**src/serial_params.svh**
```systemverilog
`ifndef SERIAL_PARAMS_SVH
`define SERIAL_PARAMS_SVH
`define CLK_HZ 10000000
`define BYTE_EDGES 4'h8
`define CNT_MAX 4'hF
`define CTRL_RST 8'h00
`define F_SLEW 7:6
`define F_PU 5
`define F_HS 4:2
`define F_MODE 1:0
`define SLEW_LP 2'h3
`define MODE_SLEEP 2'h0
`define MODE_STOP 2'h1
`define MODE_WDCLR 2'h2
`define MODE_RUN 2'h3
`define S_SRC 7
`define S_LIN 6
`define S_OV 5
`define S_UV 4
`define S_HOT 3
`define S_HS 2
`define N_IN 12
`define I_SCK 0
`define I_SS 1
`define I_MOSI 2
`define I_LWK 3
`define I_LFT 4
`define I_OV 5
`define I_UV 6
`define I_BAT 7
`define I_RHOT 8
`define I_HHOT 9
`define I_WK 11:10
`define WD_INIT_MS 150
`define WD_WIN_MS 150
`define WD_INIT_CYC (`WD_INIT_MS * (`CLK_HZ / 1000))
`define WD_HALF_CYC (`WD_WIN_MS * (`CLK_HZ / 1000) / 2)
`endif

```
**src/serial_pkg.sv**
```systemverilog
package serial_pkg;
  typedef enum logic [1:0] {OP_RUN, OP_SLEEP, OP_STOP} op_e;
  typedef enum logic [1:0] {WD_INIT, WD_CLOSED, WD_OPEN} wd_e;
  typedef struct packed {
    logic [11:0] sy1;
    logic [11:0] sy2;
    logic sck_d;
    logic ss_d;
    logic [1:0] wk_d;
    logic [7:0] ctrl;
    logic [7:0] rx;
    logic [7:0] tx;
    logic [7:0] snap;
    logic [3:0] cnt;
    logic active;
    logic miso;
    logic miso_oe;
    logic [7:0] prev_cmd;
    logic prev_lp;
    logic lin_f;
    logic ov_f;
    logic uv_f;
    logic bat_f;
    logic hot_f;
    logic hs_f;
    logic [1:0] wake_src;
    logic lin_tx_on;
    logic sleep_on;
    logic stop_on;
    logic first_read;
    op_e op;
    wd_e wd;
    logic [23:0] wd_cnt;
    logic wd_rst;
  } state_s;
endpackage

```
**src/analog_die_serial_ctrl_status.sv**
```systemverilog
`timescale 1ns/10ps
`include "serial_params.svh"
module analog_die_serial_ctrl_status #(
  parameter int unsigned WD_INIT_CYCLES = `WD_INIT_CYC,
  parameter int unsigned WD_CLOSED_CYCLES = `WD_HALF_CYC,
  parameter int unsigned WD_OPEN_CYCLES = `WD_HALF_CYC
) (
  input wire logic clock,
  input wire logic rst,
  input wire logic clock_en,
  input wire logic sys_reset,
  input wire logic select_n,
  input wire logic serial_shift_clock,
  input wire logic mosi,
  output logic miso_out,
  output logic miso_oe,
  input wire logic lin_wake,
  input wire logic lin_fault,
  input wire logic supply_input_over,
  input wire logic supply_input_under,
  input wire logic battery_fail_in,
  input wire logic regulator_hot,
  input wire logic high_side_hot,
  input wire logic [1:0] wake_inputs,
  output logic [1:0] bus_slew_select,
  output logic bus_pullup_cut,
  output logic [2:0] high_side_enables,
  output logic sleep_mode,
  output logic stop_mode,
  output logic lin_tx_enable,
  output logic watchdog_reset
);
  import serial_pkg::*;

  // select and its delayed copy start at idle high, so no false edge follows reset
  localparam state_s RST_STATE = '{
    sy1: 12'h002,
    sy2: 12'h002,
    ss_d: 1'b1,
    first_read: 1'b1,
    lin_tx_on: 1'b1,
    op: OP_RUN,
    wd: WD_INIT,
    default: '0
  };

  state_s q;
  state_s d;
  logic sck_s;
  logic ss_s;
  logic mosi_s;
  logic sck_rise;
  logic sck_fall;
  logic ss_fall;
  logic ss_rise;
  logic commit;
  logic src;
  logic [7:0] status;
  logic lp_cmd;
  logic wd_clr;
  logic [1:0] wk_rise;

  // only second-stage sync outputs are read
  assign sck_s = q.sy2[`I_SCK];
  assign ss_s = q.sy2[`I_SS];
  assign mosi_s = q.sy2[`I_MOSI];
  assign sck_rise = sck_s & ~q.sck_d;
  assign sck_fall = ~sck_s & q.sck_d;
  assign ss_fall = ~ss_s & q.ss_d;
  assign ss_rise = ss_s & ~q.ss_d;
  assign commit = ss_rise && q.cnt == `BYTE_EDGES;
  assign wk_rise = q.sy2[`I_WK] & ~q.wk_d;

  // latched flags take bits 5:3 and 1:0 over while src is set, live levels otherwise; bits 6 and 2 always latched, bit 4 bat_f on first read
  assign src = q.lin_f | q.ov_f | q.uv_f | q.hot_f | q.hs_f | (|q.wake_src);
  assign status[`S_SRC] = src;
  assign status[`S_LIN] = q.lin_f;
  assign status[`S_OV] = src ? q.ov_f : q.sy2[`I_OV];
  assign status[`S_UV] = q.first_read ? q.bat_f : (src ? q.uv_f : q.sy2[`I_UV]);
  assign status[`S_HOT] = src ? q.hot_f : q.sy2[`I_RHOT];
  assign status[`S_HS] = q.hs_f;
  assign status[1:0] = src ? q.wake_src : q.sy2[`I_WK];

  // the exact byte is compared, so noise in either copy blocks entry
  assign lp_cmd = q.rx[`F_SLEW] == `SLEW_LP && q.rx[`F_HS] == 3'h0 && !q.rx[1];
  assign wd_clr = commit && q.rx[`F_MODE] == `MODE_WDCLR && q.op == OP_RUN;

  always_comb begin
    d = q;
    d.sy1 = {wake_inputs, high_side_hot, regulator_hot, battery_fail_in, supply_input_under,
             supply_input_over, lin_fault, lin_wake, mosi, select_n, serial_shift_clock};
    d.sy2 = q.sy1;
    d.sck_d = sck_s;
    d.ss_d = ss_s;
    d.wk_d = q.sy2[`I_WK];
    d.wd_rst = 1'b0;
    if (ss_fall) begin
      d.active = 1'b1;
      d.cnt = 4'h0;
      d.tx = status;
      d.snap = status;
      d.miso = status[7];
      d.miso_oe = 1'b1;
    end
    if (q.active && sck_rise) begin
      d.miso = q.tx[7];
      d.tx = {q.tx[6:0], 1'b0};
    end
    if (q.active && sck_fall) begin
      d.rx = {q.rx[6:0], mosi_s};
      if (q.cnt != `CNT_MAX) begin
        d.cnt = q.cnt + 4'h1;
      end
    end
    if (ss_rise) begin
      d.active = 1'b0;
      d.miso_oe = 1'b0;
    end
    // a short or long transfer falls through here untouched
    if (commit) begin
      d.ctrl = q.rx;
      if (q.hs_f) begin
        d.ctrl[`F_HS] = 3'h0;
      end
      if (q.snap[`S_LIN]) begin
        d.lin_f = 1'b0;
      end
      if (q.snap[`S_HS]) begin
        d.hs_f = 1'b0;
      end
      if (q.snap[`S_SRC]) begin
        if (q.snap[`S_OV]) begin
          d.ov_f = 1'b0;
        end
        if (q.snap[`S_UV] && !q.first_read) begin
          d.uv_f = 1'b0;
        end
        if (q.snap[`S_HOT]) begin
          d.hot_f = 1'b0;
        end
        d.wake_src = 2'h0;
      end
      if (q.first_read) begin
        d.bat_f = 1'b0;
        d.first_read = 1'b0;
      end
      d.prev_cmd = q.rx;
      d.prev_lp = lp_cmd;
      if (lp_cmd && q.prev_lp && q.rx == q.prev_cmd) begin
        d.op = q.rx[0] ? OP_STOP : OP_SLEEP;
        d.prev_lp = 1'b0;
      end else if (q.rx[`F_MODE] == `MODE_RUN) begin
        d.op = OP_RUN;
      end
    end
    // sets come last so a new event beats a clear in the same cycle
    if (q.sy2[`I_LWK] || q.sy2[`I_LFT]) begin
      d.lin_f = 1'b1;
    end
    if (q.sy2[`I_OV]) begin
      d.ov_f = 1'b1;
    end
    if (q.sy2[`I_UV]) begin
      d.uv_f = 1'b1;
    end
    if (q.sy2[`I_BAT]) begin
      d.bat_f = 1'b1;
    end
    if (q.sy2[`I_RHOT]) begin
      d.hot_f = 1'b1;
    end
    if (q.sy2[`I_HHOT]) begin
      d.hs_f = 1'b1;
      d.ctrl[`F_HS] = 3'h0;
    end
    if (q.sy2[`I_LFT]) begin
      d.lin_tx_on = 1'b0;
    end else if (!d.lin_f) begin
      d.lin_tx_on = 1'b1;
    end
    if (q.op != OP_RUN && (q.sy2[`I_LWK] || (|wk_rise))) begin
      d.wake_src = d.wake_src | wk_rise;
      d.op = OP_RUN;
    end
    // watchdog is held while the device sleeps or stops
    if (q.op == OP_RUN) begin
      unique case (q.wd)
        WD_INIT: begin
          if (wd_clr) begin
            d.wd = WD_CLOSED;
            d.wd_cnt = 24'h0;
          end else if (q.wd_cnt == 24'(WD_INIT_CYCLES - 1)) begin
            d.wd_rst = 1'b1;
          end else begin
            d.wd_cnt = q.wd_cnt + 24'h1;
          end
        end
        WD_CLOSED: begin
          if (wd_clr) begin
            d.wd_rst = 1'b1;
          end else if (q.wd_cnt == 24'(WD_CLOSED_CYCLES - 1)) begin
            d.wd = WD_OPEN;
            d.wd_cnt = 24'h0;
          end else begin
            d.wd_cnt = q.wd_cnt + 24'h1;
          end
        end
        WD_OPEN: begin
          if (wd_clr) begin
            d.wd = WD_CLOSED;
            d.wd_cnt = 24'h0;
          end else if (q.wd_cnt == 24'(WD_OPEN_CYCLES - 1)) begin
            d.wd_rst = 1'b1;
          end else begin
            d.wd_cnt = q.wd_cnt + 24'h1;
          end
        end
        default: begin
          d.wd = WD_INIT;
          d.wd_cnt = 24'h0;
        end
      endcase
    end
    if (sys_reset || d.wd_rst) begin
      d.ctrl[`F_SLEW] = 2'h0;
      d.ctrl[`F_HS] = 3'h0;
      d.op = OP_RUN;
      d.wd = WD_INIT;
      d.wd_cnt = 24'h0;
      d.first_read = 1'b1;
      d.prev_lp = 1'b0;
    end
    // mode levels decoded from the next state so the pins leave straight from flops
    d.sleep_on = d.op == OP_SLEEP;
    d.stop_on = d.op == OP_STOP;
  end

  always_ff @(posedge clock or posedge rst) begin
    if (rst) begin
      q <= RST_STATE;
    end else if (clock_en) begin
      q <= d;
    end
  end

  assign miso_out = q.miso;
  assign miso_oe = q.miso_oe;
  assign bus_slew_select = q.ctrl[`F_SLEW];
  assign bus_pullup_cut = q.ctrl[`F_PU];
  assign high_side_enables = q.ctrl[`F_HS];
  assign sleep_mode = q.sleep_on;
  assign stop_mode = q.stop_on;
  assign lin_tx_enable = q.lin_tx_on;
  assign watchdog_reset = q.wd_rst;
endmodule

```
**config.mk**
```make
export PLATFORM = sky130hd
export DESIGN_NAME = analog_die_serial_ctrl_status
export DESIGN_NICKNAME = d
export VERILOG_FILES = /design/src/serial_pkg.sv /design/src/analog_die_serial_ctrl_status.sv
export VERILOG_INCLUDE_DIRS = /design/src
export SDC_FILE = /design/constraint.sdc
export NUM_CORES = 1
export LEC_CHECK = 0
export ABC_AREA = 1
export BUFFER_PORTS_ARGS = -buffer_cell sky130_fd_sc_hd__buf_2
export CAP_MARGIN = 25
export CORE_MARGIN = 4
export CORE_UTILIZATION = 40
export CTS_CLUSTER_SIZE = 8
export DETAILED_ROUTE_END_ITERATION = 6
export PLACE_DENSITY = 0.64
export SETUP_SLACK_MARGIN = 0.05
export SLEW_MARGIN = 10
export SYNTH_ARGS = -nofsm -noshare
export SYNTH_HDL_FRONTEND = slang
export SYNTH_SLANG_ARGS = --single-unit
```
**constraint.sdc**
```tcl
create_clock -name clock -period 4.48 [get_ports clock]
set_input_delay 0.672 -clock clock [delete_from_list [all_inputs] [get_ports clock]]
set_output_delay 0.672 -clock clock [all_outputs]
set_load 0.05 [all_outputs]
```
==> flow_metrics.env, run 1 <==
export IMPL_status="finished, final reports clean"
export IMPL_num_rows=45
export IMPL_antenna_found_initial=0
export IMPL_final_setup_tns_ps=0
export IMPL_antenna_cells=0
export IMPL_drtPass1Iterations=6
export IMPL_crit_path_frequent_cell="nand2_1"
export IMPL_crit_chain="ha_1 -> nand2_1 -> nor2_8 -> nand2_4 -> nand2_1 -> nor2_1 -> nand2_1 -> nand3_2 -> a21oi_2 -> buf_4 -> nand3_1 -> o21ai_0"
export IMPL_numCtsBuffers=9
export IMPL_yosys_top_cells_area="dfrtp_1 (42%), nand2_1 (14%), nand3_1 (7.3%)"
export IMPL_gr_usage_all_layers_pct=18.1
export IMPL_cts_resized=0
export IMPL_cpMaxStageDelayCell="a21oi_2"
export IMPL_rsz0062_at_grt="no"
export IMPL_synth_cell_type_count=36
export IMPL_grt_pass1_wl_um=26400
export IMPL_p_per_area_nw_per_um2=399
export IMPL_syn_num_nets=894
export IMPL_yosysWarningCount=0
export IMPL_fin_area_sq_um=6860
export IMPL_syn_avg_cell_area_sq_um=7.18
export IMPL_fillers=1555
export IMPL_yosys_area_top_type="dfrtp_1"
export IMPL_die_area_sq_um=17700
export IMPL_wire_per_inst_um=14.1
export IMPL_clock_sinks=111
export IMPL_cp_num_buf_inv=1
export IMPL_fmax_ghz=0.338
export IMPL_hpwl_um=10700
export IMPL_initial_core_util_pct=41.1
export IMPL_reg2reg_slack_ps=1520
export IMPL_crit_family="simple AND/OR/NAND/NOR gates"
export IMPL_grt_pass1_vias=5175
export IMPL_core_area_sq_um=15300
export IMPL_gp_congestion=0.924
export IMPL_endpoint_kind="flip-flop"
export IMPL_setup_violations=0
export IMPL_clk_pin_slew_ps=80
export IMPL_drc=0
export IMPL_ctsRootBufferMaster="clkbuf_16"
export IMPL_holdWs_ps=359
export IMPL_most_common_layout_cells="nand2_1 (237), dfrtp_1 (106), inv_1 (98)"
export IMPL_critical_path_max_fanout=27
export IMPL_slew_headroom_pct=41.8
export IMPL_antenna_left=0
export IMPL_finalHoldViolCount=0
export IMPL_avgViaCountPerCell=5.14
export IMPL_worstMarginPinSlew_ps=867
export IMPL_port_buffers=27
export IMPL_io_pins=28
export IMPL_synth_async_reset_ratio_pct=100
export IMPL_drt_total_wl_um=15500
export IMPL_final_nets=902
export IMPL_skew_ps=11.9
export IMPL_fin_crit_sh_pct=66.1
export IMPL_regToRegStartpoint="d[91]$_DFFE_PP1P_"
export IMPL_crit_required_ps=4750
export IMPL_hold_class="primary input to asynchronous set/reset pin"
export IMPL_die_w_um=133
export IMPL_ctsHoldBuffers=0
export IMPL_layout_drive_gt1_share_pct=8.92
export IMPL_leakage_nw=3.26
export IMPL_h_tree_depth=3
export IMPL_drt_iter0_markers=600
export IMPL_areaGrowthSynthToFinish_pct=9.57
export IMPL_synth_edff_count=0
export IMPL_die_y_um=133
export IMPL_r2r_cells=12
export IMPL_grt_max_degree=52
export IMPL_placed_area_sq_um=6540
export IMPL_syn_cell_area_sq_um=6260
export IMPL_ys_flop_type="dfrtp_1"
export IMPL_path_class="flip-flop to flip-flop"
export IMPL_final_common_cell="nand2_1"
export IMPL_netlist_instances=873
export IMPL_critPathMaxStageDelay_ps=600
export IMPL_overflow=0
export IMPL_critPathArrivalTime_ps=3240
export IMPL_clockBufferDepth=2
export IMPL_yosysTopAreaCellShare_pct=42.3
export IMPL_maxCapViolCount=0
export IMPL_cts_setup_buffers=0
export IMPL_timing_rr_end="q[7]$_DFFE_PP0P_"
export IMPL_ys_seq_area_share_pct=44.4
export IMPL_vias=5638
export IMPL_ys_ff_latch=111
export IMPL_cts_tree="built"
export IMPL_clk_latency_ps=360
export IMPL_finalCriticalPeriod_ps=2960
export IMPL_maxSlewViolCount=0
export IMPL_startpoint_type="flip-flop"
export IMPL_ir_drop_mv=0.215
[flip-flops by register name, indices dropped and copies added, names as in the netlist]
signal	cells
q	84
d	16
high_side_enables	3
bus_slew_select	2
lin_tx_enable	1
miso_out	1
mosi_s	1
sleep_mode	1
stop_mode	1
watchdog_reset	1
[worst register-to-register path, stage by stage, from the launching register on]
cell	delay, ps
dfstp_2	550
ha_1	150
nand2_1	130
nor2_8	240
nand2_4	240
nand2_1	150
nor2_1	50
nand2_1	80
nand3_2	90
a21oi_2	600
buf_4	380
nand3_1	110
o21ai_0	120
[logic make-up (layout without fill, tap and decap cells)]
family	after synthesis	count (layout)	share of synthesized area (%)
buffers and inverters	145	158	9.35
AOI/OAI and AO/OA	149	149	12.7
and+or+nand+nor	455	455	31.4
DFF	111	111	44.4
adders and majority gates	5	5	0.999
xor gates and xnor gates	8	8	1.12
[cell usage after synthesis, types with 2 or more instances]
cell type and instances:
inv_2 5, buf_4 8, o31ai_1 2, o21ai_2 2
nand2_1 237, o211ai_1 2, a21oi_2 2, dfrtp_1 106
clkbuf_1 21, a21oi_1 41, o21ai_0 86, nand3_1 92
o21ai_1 7, a22oi_1 3, xor2_1 8, buf_1 2
nor3_1 4, o32ai_1 2, ha_1 5, nand4_1 27
nor2_4 2, buf_2 9, nor4_1 3, nor2_1 79
nand2_2 5, inv_1 99, dfstp_2 5
[report_power, final]
group          internal (mW)  switching (mW)
Sequential              1.19           0.135
Clock                  0.446           0.409
Combinational          0.178           0.381
[how the worst max path moves through the flow]
stage	slack (ps)	endpoint	startpoint	depth (start not counted)
5_1_grt	1240	q[4]$_DFFE_PP0P_	q[53]$_DFFE_PP0P_	13
6_report	1520	q[7]$_DFFE_PP0P_	d[91]$_DFFE_PP1P_	12
3_5_place_dp	1560	q[4]$_DFFE_PP0P_	d[91]$_DFFE_PP1P_	12
4_1_cts	1550	q[7]$_DFFE_PP0P_	d[91]$_DFFE_PP1P_	12
2_1_floorplan	890	bus_slew_select[0]$_DFFE_PP0P_	rst	1
3_3_place_gp	1660	q[27]$_DFFE_PP0P_	d[91]$_DFFE_PP1P_	12
[metal layers]
metal  vias up  GRT usage, %  part of all wire (%)
met5         -             0                     0
met2       172          27.7                    45
met1      2599          26.6                    48
met4         0          5.83                   1.7
li1       2844             -                     -
met3        23          2.49                   5.4
[layout make-up]
cell class | count | area, sq um | area share, %
multi-input combinational | 617 | 2900 | 42.2
sequential | 111 | 2780 | 40.6
inverter | 105 | 397 | 5.78
tap | 211 | 264 | 3.85
clock buffer | 9 | 225 | 3.28
timing repair buffer | 37 | 210 | 3.06
clock inverter | 7 | 88.8 | 1.29
[per-stage QoR]
step	std cells	total power, mW	utilization, %	setup slack, ps
detailed placement	1080	1.90	42.9	1560
global route	1097	2.92	45.0	1240
CTS	1096	2.77	44.9	1550
global placement	1080	1.89	42.9	1660
finish	1097	2.74	45.0	1520
floorplan	873	1.75	-	886
(Power assumes the default switching activity.)
==> run 2, diff against run 1 <==
--- a/config.mk
+++ b/config.mk
@@ -6,14 +6,14 @@
 export SDC_FILE = /design/constraint.sdc
 export NUM_CORES = 1
 export LEC_CHECK = 0
-export ABC_AREA = 1
+export ABC_AREA = 0
 export BUFFER_PORTS_ARGS = -buffer_cell sky130_fd_sc_hd__buf_2
 export CAP_MARGIN = 25
 export CORE_MARGIN = 4
 export CORE_UTILIZATION = 40
 export CTS_CLUSTER_SIZE = 8
 export DETAILED_ROUTE_END_ITERATION = 6
-export PLACE_DENSITY = 0.64
+export PLACE_DENSITY = 0.66
 export SETUP_SLACK_MARGIN = 0.05
 export SLEW_MARGIN = 10
 export SYNTH_ARGS = -nofsm -noshare
==> constraint.sdc (replaced) <==
create_clock -name clock -period 2.4 [get_ports clock]
set_input_delay 0.36 -clock clock [delete_from_list [all_inputs] [get_ports clock]]
set_output_delay 0.36 -clock clock [all_outputs]
set_load 0.05 [all_outputs]
==> flow_metrics.env, run 2 <==
export IMPL_status="finished, final reports clean"
export IMPL_p_sw_share_pct=27.1
export IMPL_grt_pass1_wl_um=19600
export IMPL_synth_most_common_cell="dfrtp_1"
export IMPL_grt_pass1_vias=3891
export IMPL_largest_reg_flops=84
export IMPL_ctsHoldBuffers=0
export IMPL_multi_input_area_sq_um=2530
export IMPL_startpoint_type="flip-flop"
export IMPL_synth_async_reset_ratio_pct=100
export IMPL_leakage_nw=2.73
export IMPL_clk_latency_ps=360
export IMPL_synth_cell_type_count=69
export IMPL_worstMarginPinSlew_ps=627
export IMPL_port_buffers=27
export IMPL_fin_crit_sh_pct=96.9
export IMPL_antenna_left=0
export IMPL_crit_required_ps=2670
export IMPL_antenna_cells=0
export IMPL_p_comb_share_pct=12.1
export IMPL_most_common_layout_cells="dfrtp_1 (106), nand2_1 (54), mux2_2 (44)"
export IMPL_maxSlewViolCount=0
export IMPL_final_common_cell="dfrtp_1"
export IMPL_yosys_area_top_type="dfrtp_1"
export IMPL_num_rows=42
export IMPL_drt_iter0_markers=284
export IMPL_drtPass1Iterations=4
export IMPL_ctsRootBufferMaster="clkbuf_16"
export IMPL_regToRegStartpoint="d[91]$_DFFE_PP1P_"
export IMPL_reg2reg_slack_ps=80
export IMPL_final_nets=561
export IMPL_fmax_ghz=0.430
export IMPL_critical_path_max_fanout=2
export IMPL_wire_per_inst_um=16.2
export IMPL_p_int_mw=3.09
export IMPL_grt_max_degree=112
export IMPL_rsz0062_at_grt="yes"
export IMPL_clk_pin_slew_ps=70
export IMPL_hpwl_um=8190
export IMPL_top_register="q"
export IMPL_clockBufferDepth=2
export IMPL_finalHoldViolCount=0
export IMPL_die_area_sq_um=15300
export IMPL_gp_congestion=0.879
export IMPL_netlist_instances=495
export IMPL_synth_edff_count=0
export IMPL_initial_core_util_pct=40.6
export IMPL_hold_class="primary input to asynchronous set/reset pin"
export IMPL_syn_avg_cell_area_sq_um=10.8
export IMPL_p_seq_share_pct=50.5
export IMPL_avgViaCountPerCell=5.45
export IMPL_yosysTopAreaCellShare_pct=49.5
export IMPL_areaGrowthSynthToFinish_pct=17.2
export IMPL_clock_sinks=111
export IMPL_syn_num_nets=516
export IMPL_drc=0
export IMPL_final_setup_tns_ps=0
export IMPL_syn_cell_area_sq_um=5360
export IMPL_finalCriticalPeriod_ps=2320
export IMPL_h_tree_depth=3
export IMPL_skew_ps=8.28
export IMPL_die_y_um=124
export IMPL_numCtsBuffers=9
export IMPL_path_class="flip-flop to flip-flop"
export IMPL_die_w_um=124
export IMPL_gr_usage_all_layers_pct=16.2
export IMPL_core_area_sq_um=13200
export IMPL_maxCapViolCount=0
export IMPL_slew_headroom_pct=58.1
export IMPL_antenna_found_initial=0
export IMPL_io_pins=28
export IMPL_fin_cells=721
export IMPL_ys_flop_type="dfrtp_1"
export IMPL_vias=3926
export IMPL_p_per_area_nw_per_um2=675
export IMPL_fillers=1235
export IMPL_ys_top_cells_by_count="dfrtp_1 (106), nand2_1 (54), mux2_2 (44), nor2_1 (32), nand3_1 (27)"
export IMPL_endpoint_kind="flip-flop"
export IMPL_cts_tree="built"
export IMPL_r2r_cells=7
export IMPL_yosysWarningCount=0
export IMPL_yosys_top_cells_area="dfrtp_1 (49%), mux2_2 (9.2%), nand2_1 (3.8%)"
export IMPL_ff_latch_area_sq_um=2780
export IMPL_critPathArrivalTime_ps=2590
export IMPL_dp_cells=701
export IMPL_holdWs_ps=160
export IMPL_ys_ff_latch=111
export IMPL_layout_drive_gt1_share_pct=28.4
export IMPL_overflow=0
export IMPL_drt_total_wl_um=11700
export IMPL_setup_violations=0
export IMPL_clockPowerShare_pct=37.4
export IMPL_ys_seq_area_share_pct=51.9
export IMPL_timing_rr_end="stop_mode$_DFFE_PP0P_"
export IMPL_power_switching_mw=1.15
export IMPL_ir_drop_mv=0.541
==> run 2: layout make-up <==
type                    instances  area share (%)
flip-flops and latches        111            44.3
multi-input cells             350            40.3
repair buffers                 57            5.99
clock buffers                   9            3.58
well taps                     176            3.50
clock inverters                 7            1.57
inverters                      11           0.717
==> run 2: cell families (layout without fill, tap and decap cells) <==
kind of cell | after synthesis | count (layout) | synth area share [%]
AOI/OAI and AO/OA | 102 | 102 | 13.4
xor gates and xnor gates | 13 | 13 | 2.12
adders and majority gates | 5 | 5 | 1.17
buffers and inverters | 34 | 84 | 3.15
DFF | 111 | 111 | 51.9
muxes | 47 | 47 | 9.90
and+or+nand+nor | 183 | 183 | 18.3
==> run 2: metrics by stage <==
stage	util, %	setup WS (ps)	total power [mW]	instance area [sq um]
floorplan	-	67.3	2.49	5370
global placement	44.0	86.1	2.63	5800
detailed placement	44.0	-19.9	2.66	5800
finish	47.6	75.1	4.24	6280
CTS	46.8	46.9	4.28	6180
global route	47.6	-21.4	4.44	6280
==> run 2: worst max path at each step <==
stage,from,to,slack [ps],cells after the start
final,d[91]$_DFFE_PP1P_,stop_mode$_DFFE_PP0P_,80,7
after floorplan,q[47]$_DFFE_PP0P_,stop_mode$_DFFE_PP0P_,70,6
after global placement,d[91]$_DFFE_PP1P_,stop_mode$_DFFE_PP0P_,90,7
after detailed placement,q[91]$_DFFE_PP1P_,q[12]$_DFFE_PP0P_,-20,9
after global routing,d[91]$_DFFE_PP1P_,stop_mode$_DFFE_PP0P_,-20,7
after CTS,d[91]$_DFFE_PP1P_,stop_mode$_DFFE_PP0P_,50,7
==> run 2: worst max-delay path, stage by stage, from the launching register on <==
cell and delay (ps):
dfstp_2 560, ha_4 120, and4b_1 240, nand3_2 100, nor4_4 180, mux2_4 330, or4_4 490, o31ai_2 220
==> run 2: power by group through the flow <==
stage / combinational (mW) / clock [mW] / sequential (mW)
2_1_floorplan: 0.332 / 0 / 2.16
3_3_place_gp: 0.461 / 0 / 2.17
3_5_place_dp: 0.481 / 0 / 2.18
4_1_cts: 0.497 / 1.64 / 2.14
5_1_grt: 0.573 / 1.71 / 2.16
6_report: 0.515 / 1.59 / 2.14
==> run 2: metal layers <==
| metal | vias up | routed length (um) | global-route usage (%) |
|---|---|---|---|
| met5 | - | 0 | 0 |
| met4 | 0 | 129 | 4.29 |
| met3 | 12 | 534 | 4.22 |
| met2 | 66 | 5780 | 26.5 |
| met1 | 1962 | 5230 | 21.5 |
| li1 | 1886 | - | - |
==> run 2: what timing repair did <==
item / CTS / global route
endpoints found under the setup margin: 7 / 33
pin swaps: 0 / 2
buffers inserted: 1 / 3
gates resized for setup: 7 / 14
==> run 3, diff against run 2 <==
--- a/config.mk
+++ b/config.mk
@@ -13,7 +13,7 @@
 export CORE_UTILIZATION = 40
 export CTS_CLUSTER_SIZE = 8
 export DETAILED_ROUTE_END_ITERATION = 6
-export PLACE_DENSITY = 0.66
+export PLACE_DENSITY = 0.64
 export SETUP_SLACK_MARGIN = 0.05
 export SLEW_MARGIN = 10
 export SYNTH_ARGS = -nofsm -noshare
==> constraint.sdc (replaced) <==
create_clock -name clock -period 2.15 [get_ports clock]
set_input_delay 0.3225 -clock clock [delete_from_list [all_inputs] [get_ports clock]]
set_output_delay 0.3225 -clock clock [all_outputs]
set_load 0.05 [all_outputs]
==> flow_metrics.env, run 3 (same netlist as run 2, synthesis figures left out) <==
export IMPL_clk_pin_slew_ps=80
export IMPL_skew_ps=6.42
export IMPL_wire_per_inst_um=16.4
export IMPL_vias=4166
export IMPL_drt_total_wl_um=12500
export IMPL_startpoint_type="flip-flop"
export IMPL_rsz0062_at_grt="yes"
export IMPL_slew_headroom_pct=61.0
export IMPL_crit_required_ps=2420
export IMPL_layout_drive_gt1_share_pct=38.5
export IMPL_setup_violations=4
export IMPL_antenna_cells=0
export IMPL_ir_drop_mv=0.651
export IMPL_die_w_um=124
export IMPL_top_register="q"
export IMPL_antenna_found_initial=0
export IMPL_p_per_area_nw_per_um2=711
export IMPL_fin_crit_sh_pct=105
export IMPL_clock_sinks=111
export IMPL_fmax_ghz=0.445
export IMPL_path_class="flip-flop to flip-flop"
export IMPL_areaGrowthSynthToFinish_pct=28.6
export IMPL_overflow=0
export IMPL_core_area_sq_um=13200
export IMPL_maxSlewViolCount=0
export IMPL_holdWs_ps=21.5
export IMPL_final_common_cell="dfrtp_1"
export IMPL_initial_core_util_pct=40.6
export IMPL_post_place_ws_ps=-248
export IMPL_endpoint_kind="flip-flop"
export IMPL_hold_class="primary input to asynchronous set/reset pin"
export IMPL_ctsRootBufferMaster="clkbuf_16"
export IMPL_h_tree_depth=3
export IMPL_worstMarginPinSlew_ps=583
export IMPL_finalCriticalPeriod_ps=2250
export IMPL_critical_path_max_fanout=6
export IMPL_grt_max_degree=46
export IMPL_cts_tree="built"
export IMPL_setup_ws_ps=-97.3
export IMPL_avgViaCountPerCell=5.46
export IMPL_num_rows=42
export IMPL_io_pins=28
export IMPL_port_buffers=27
export IMPL_power_mw=4.91
export IMPL_gr_usage_all_layers_pct=17.5
export IMPL_grt_pass1_wl_um=21100
export IMPL_grt_pass1_vias=4228
export IMPL_most_common_layout_cells="dfrtp_1 (105), buf_4 (59), nand2_1 (51)"
export IMPL_hpwl_um=8460
export IMPL_maxCapViolCount=0
export IMPL_drtPass1Iterations=4
export IMPL_violations="setup timing"
export IMPL_largest_reg_flops=84
export IMPL_critPathArrivalTime_ps=2520
export IMPL_r2r_cells=8
export IMPL_final_nets=603
export IMPL_leakage_nw=3.01
export IMPL_gp_congestion=0.890
export IMPL_antenna_left=0
export IMPL_die_area_sq_um=15300
export IMPL_fin_area_sq_um=6900
export IMPL_numCtsBuffers=9
export IMPL_placed_area_sq_um=6060
export IMPL_clk_latency_ps=360
export IMPL_clockBufferDepth=2
export IMPL_status="finished with violations"
export IMPL_drc=0
export IMPL_die_y_um=124
export IMPL_drt_iter0_markers=224
export IMPL_finalHoldViolCount=0
## run 3: changes by cell type in the layout (fill, tap and decap cells not counted), moves of 3 or more
cell,delta
nand2_1,-3
buf_6,+9
nand2_2,+3
nand3_2,+3
buf_4,+31
nor2_1,-3
nor2_2,+3
nand3_1,-3
o21ai_0,-4
## run 3: timing repair
action | 4_1_cts | 5_1_grt
endpoints found under the hold margin | 0 | 0
setup endpoints to repair | 36 | 34
pin swaps | 28 | 27
hold buffers | 0 | 0
gates resized for setup | 41 | 36
setup buffers | 9 | 7
## run 3: power by group
group          internal, mW  leakage, nW  switching, mW
logic                 0.307         1.47          0.355
clock network          1.05        0.162          0.805
registers              2.26         1.37          0.135
total                  3.61         3.01           1.29
## run 3: critical path: stages, from the launching register on
cell	delay, ps
dfstp_2	550
inv_2	50
ha_4	150
and4b_1	190
buf_6	150
and3_2	210
o21a_1	190
or4_4	490
o31ai_2	180
## run 3: final timing paths
check / start / endpoint / slack [ps]
worst max-delay path: q[91]$_DFFE_PP1P_ / stop_mode$_DFFE_PP0P_ / -100
worst min-delay path: rst / q[81]$_DFFE_PP0P_ / 20
worst max register to register: q[91]$_DFFE_PP1P_ / stop_mode$_DFFE_PP0P_ / -100
worst min register to register: q[97]$_DFFE_PP0P_ / lin_tx_enable$_DFFE_PP1P_ / 420
max in group asynchronous: rst / d[94]$_DFFE_PP1P_ / 1460
min in group clock: supply_input_over / d[98]$_DFFE_PP0P_ / 190
## run 3: through the flow
step | std cells | TNS [ps] | util, %
6_report | 763 | -159 | 52.3
5_1_grt | 763 | -824 | 52.3
4_1_cts | 757 | -127 | 50.6
3_5_place_dp | 732 | -3790 | 45.9
3_3_place_gp | 732 | -1490 | 45.9
2_1_floorplan | 495 | -176 | -
## run 3: layer usage
| layer | routed length [um] | GRT usage (%) | up-vias |
|---|---|---|---|
| met5 | 0 | 0 | - |
| met4 | 261 | 6.64 | 0 |
| met3 | 439 | 4.72 | 25 |
| met2 | 6210 | 28.2 | 69 |
| met1 | 5580 | 22.5 | 2091 |
| li1 | - | - | 1981 |
## run 3: layout make-up
cell class | count | area, sq um
Inverter | 11 | 45.0
Clock inverter | 6 | 98.8
Fill cell | 1173 | 6290
Multi-Input combinational cell | 350 | 2770
Tap cell | 176 | 220
Clock buffer | 10 | 229
Sequential cell | 111 | 2790
Timing Repair Buffer | 99 | 746
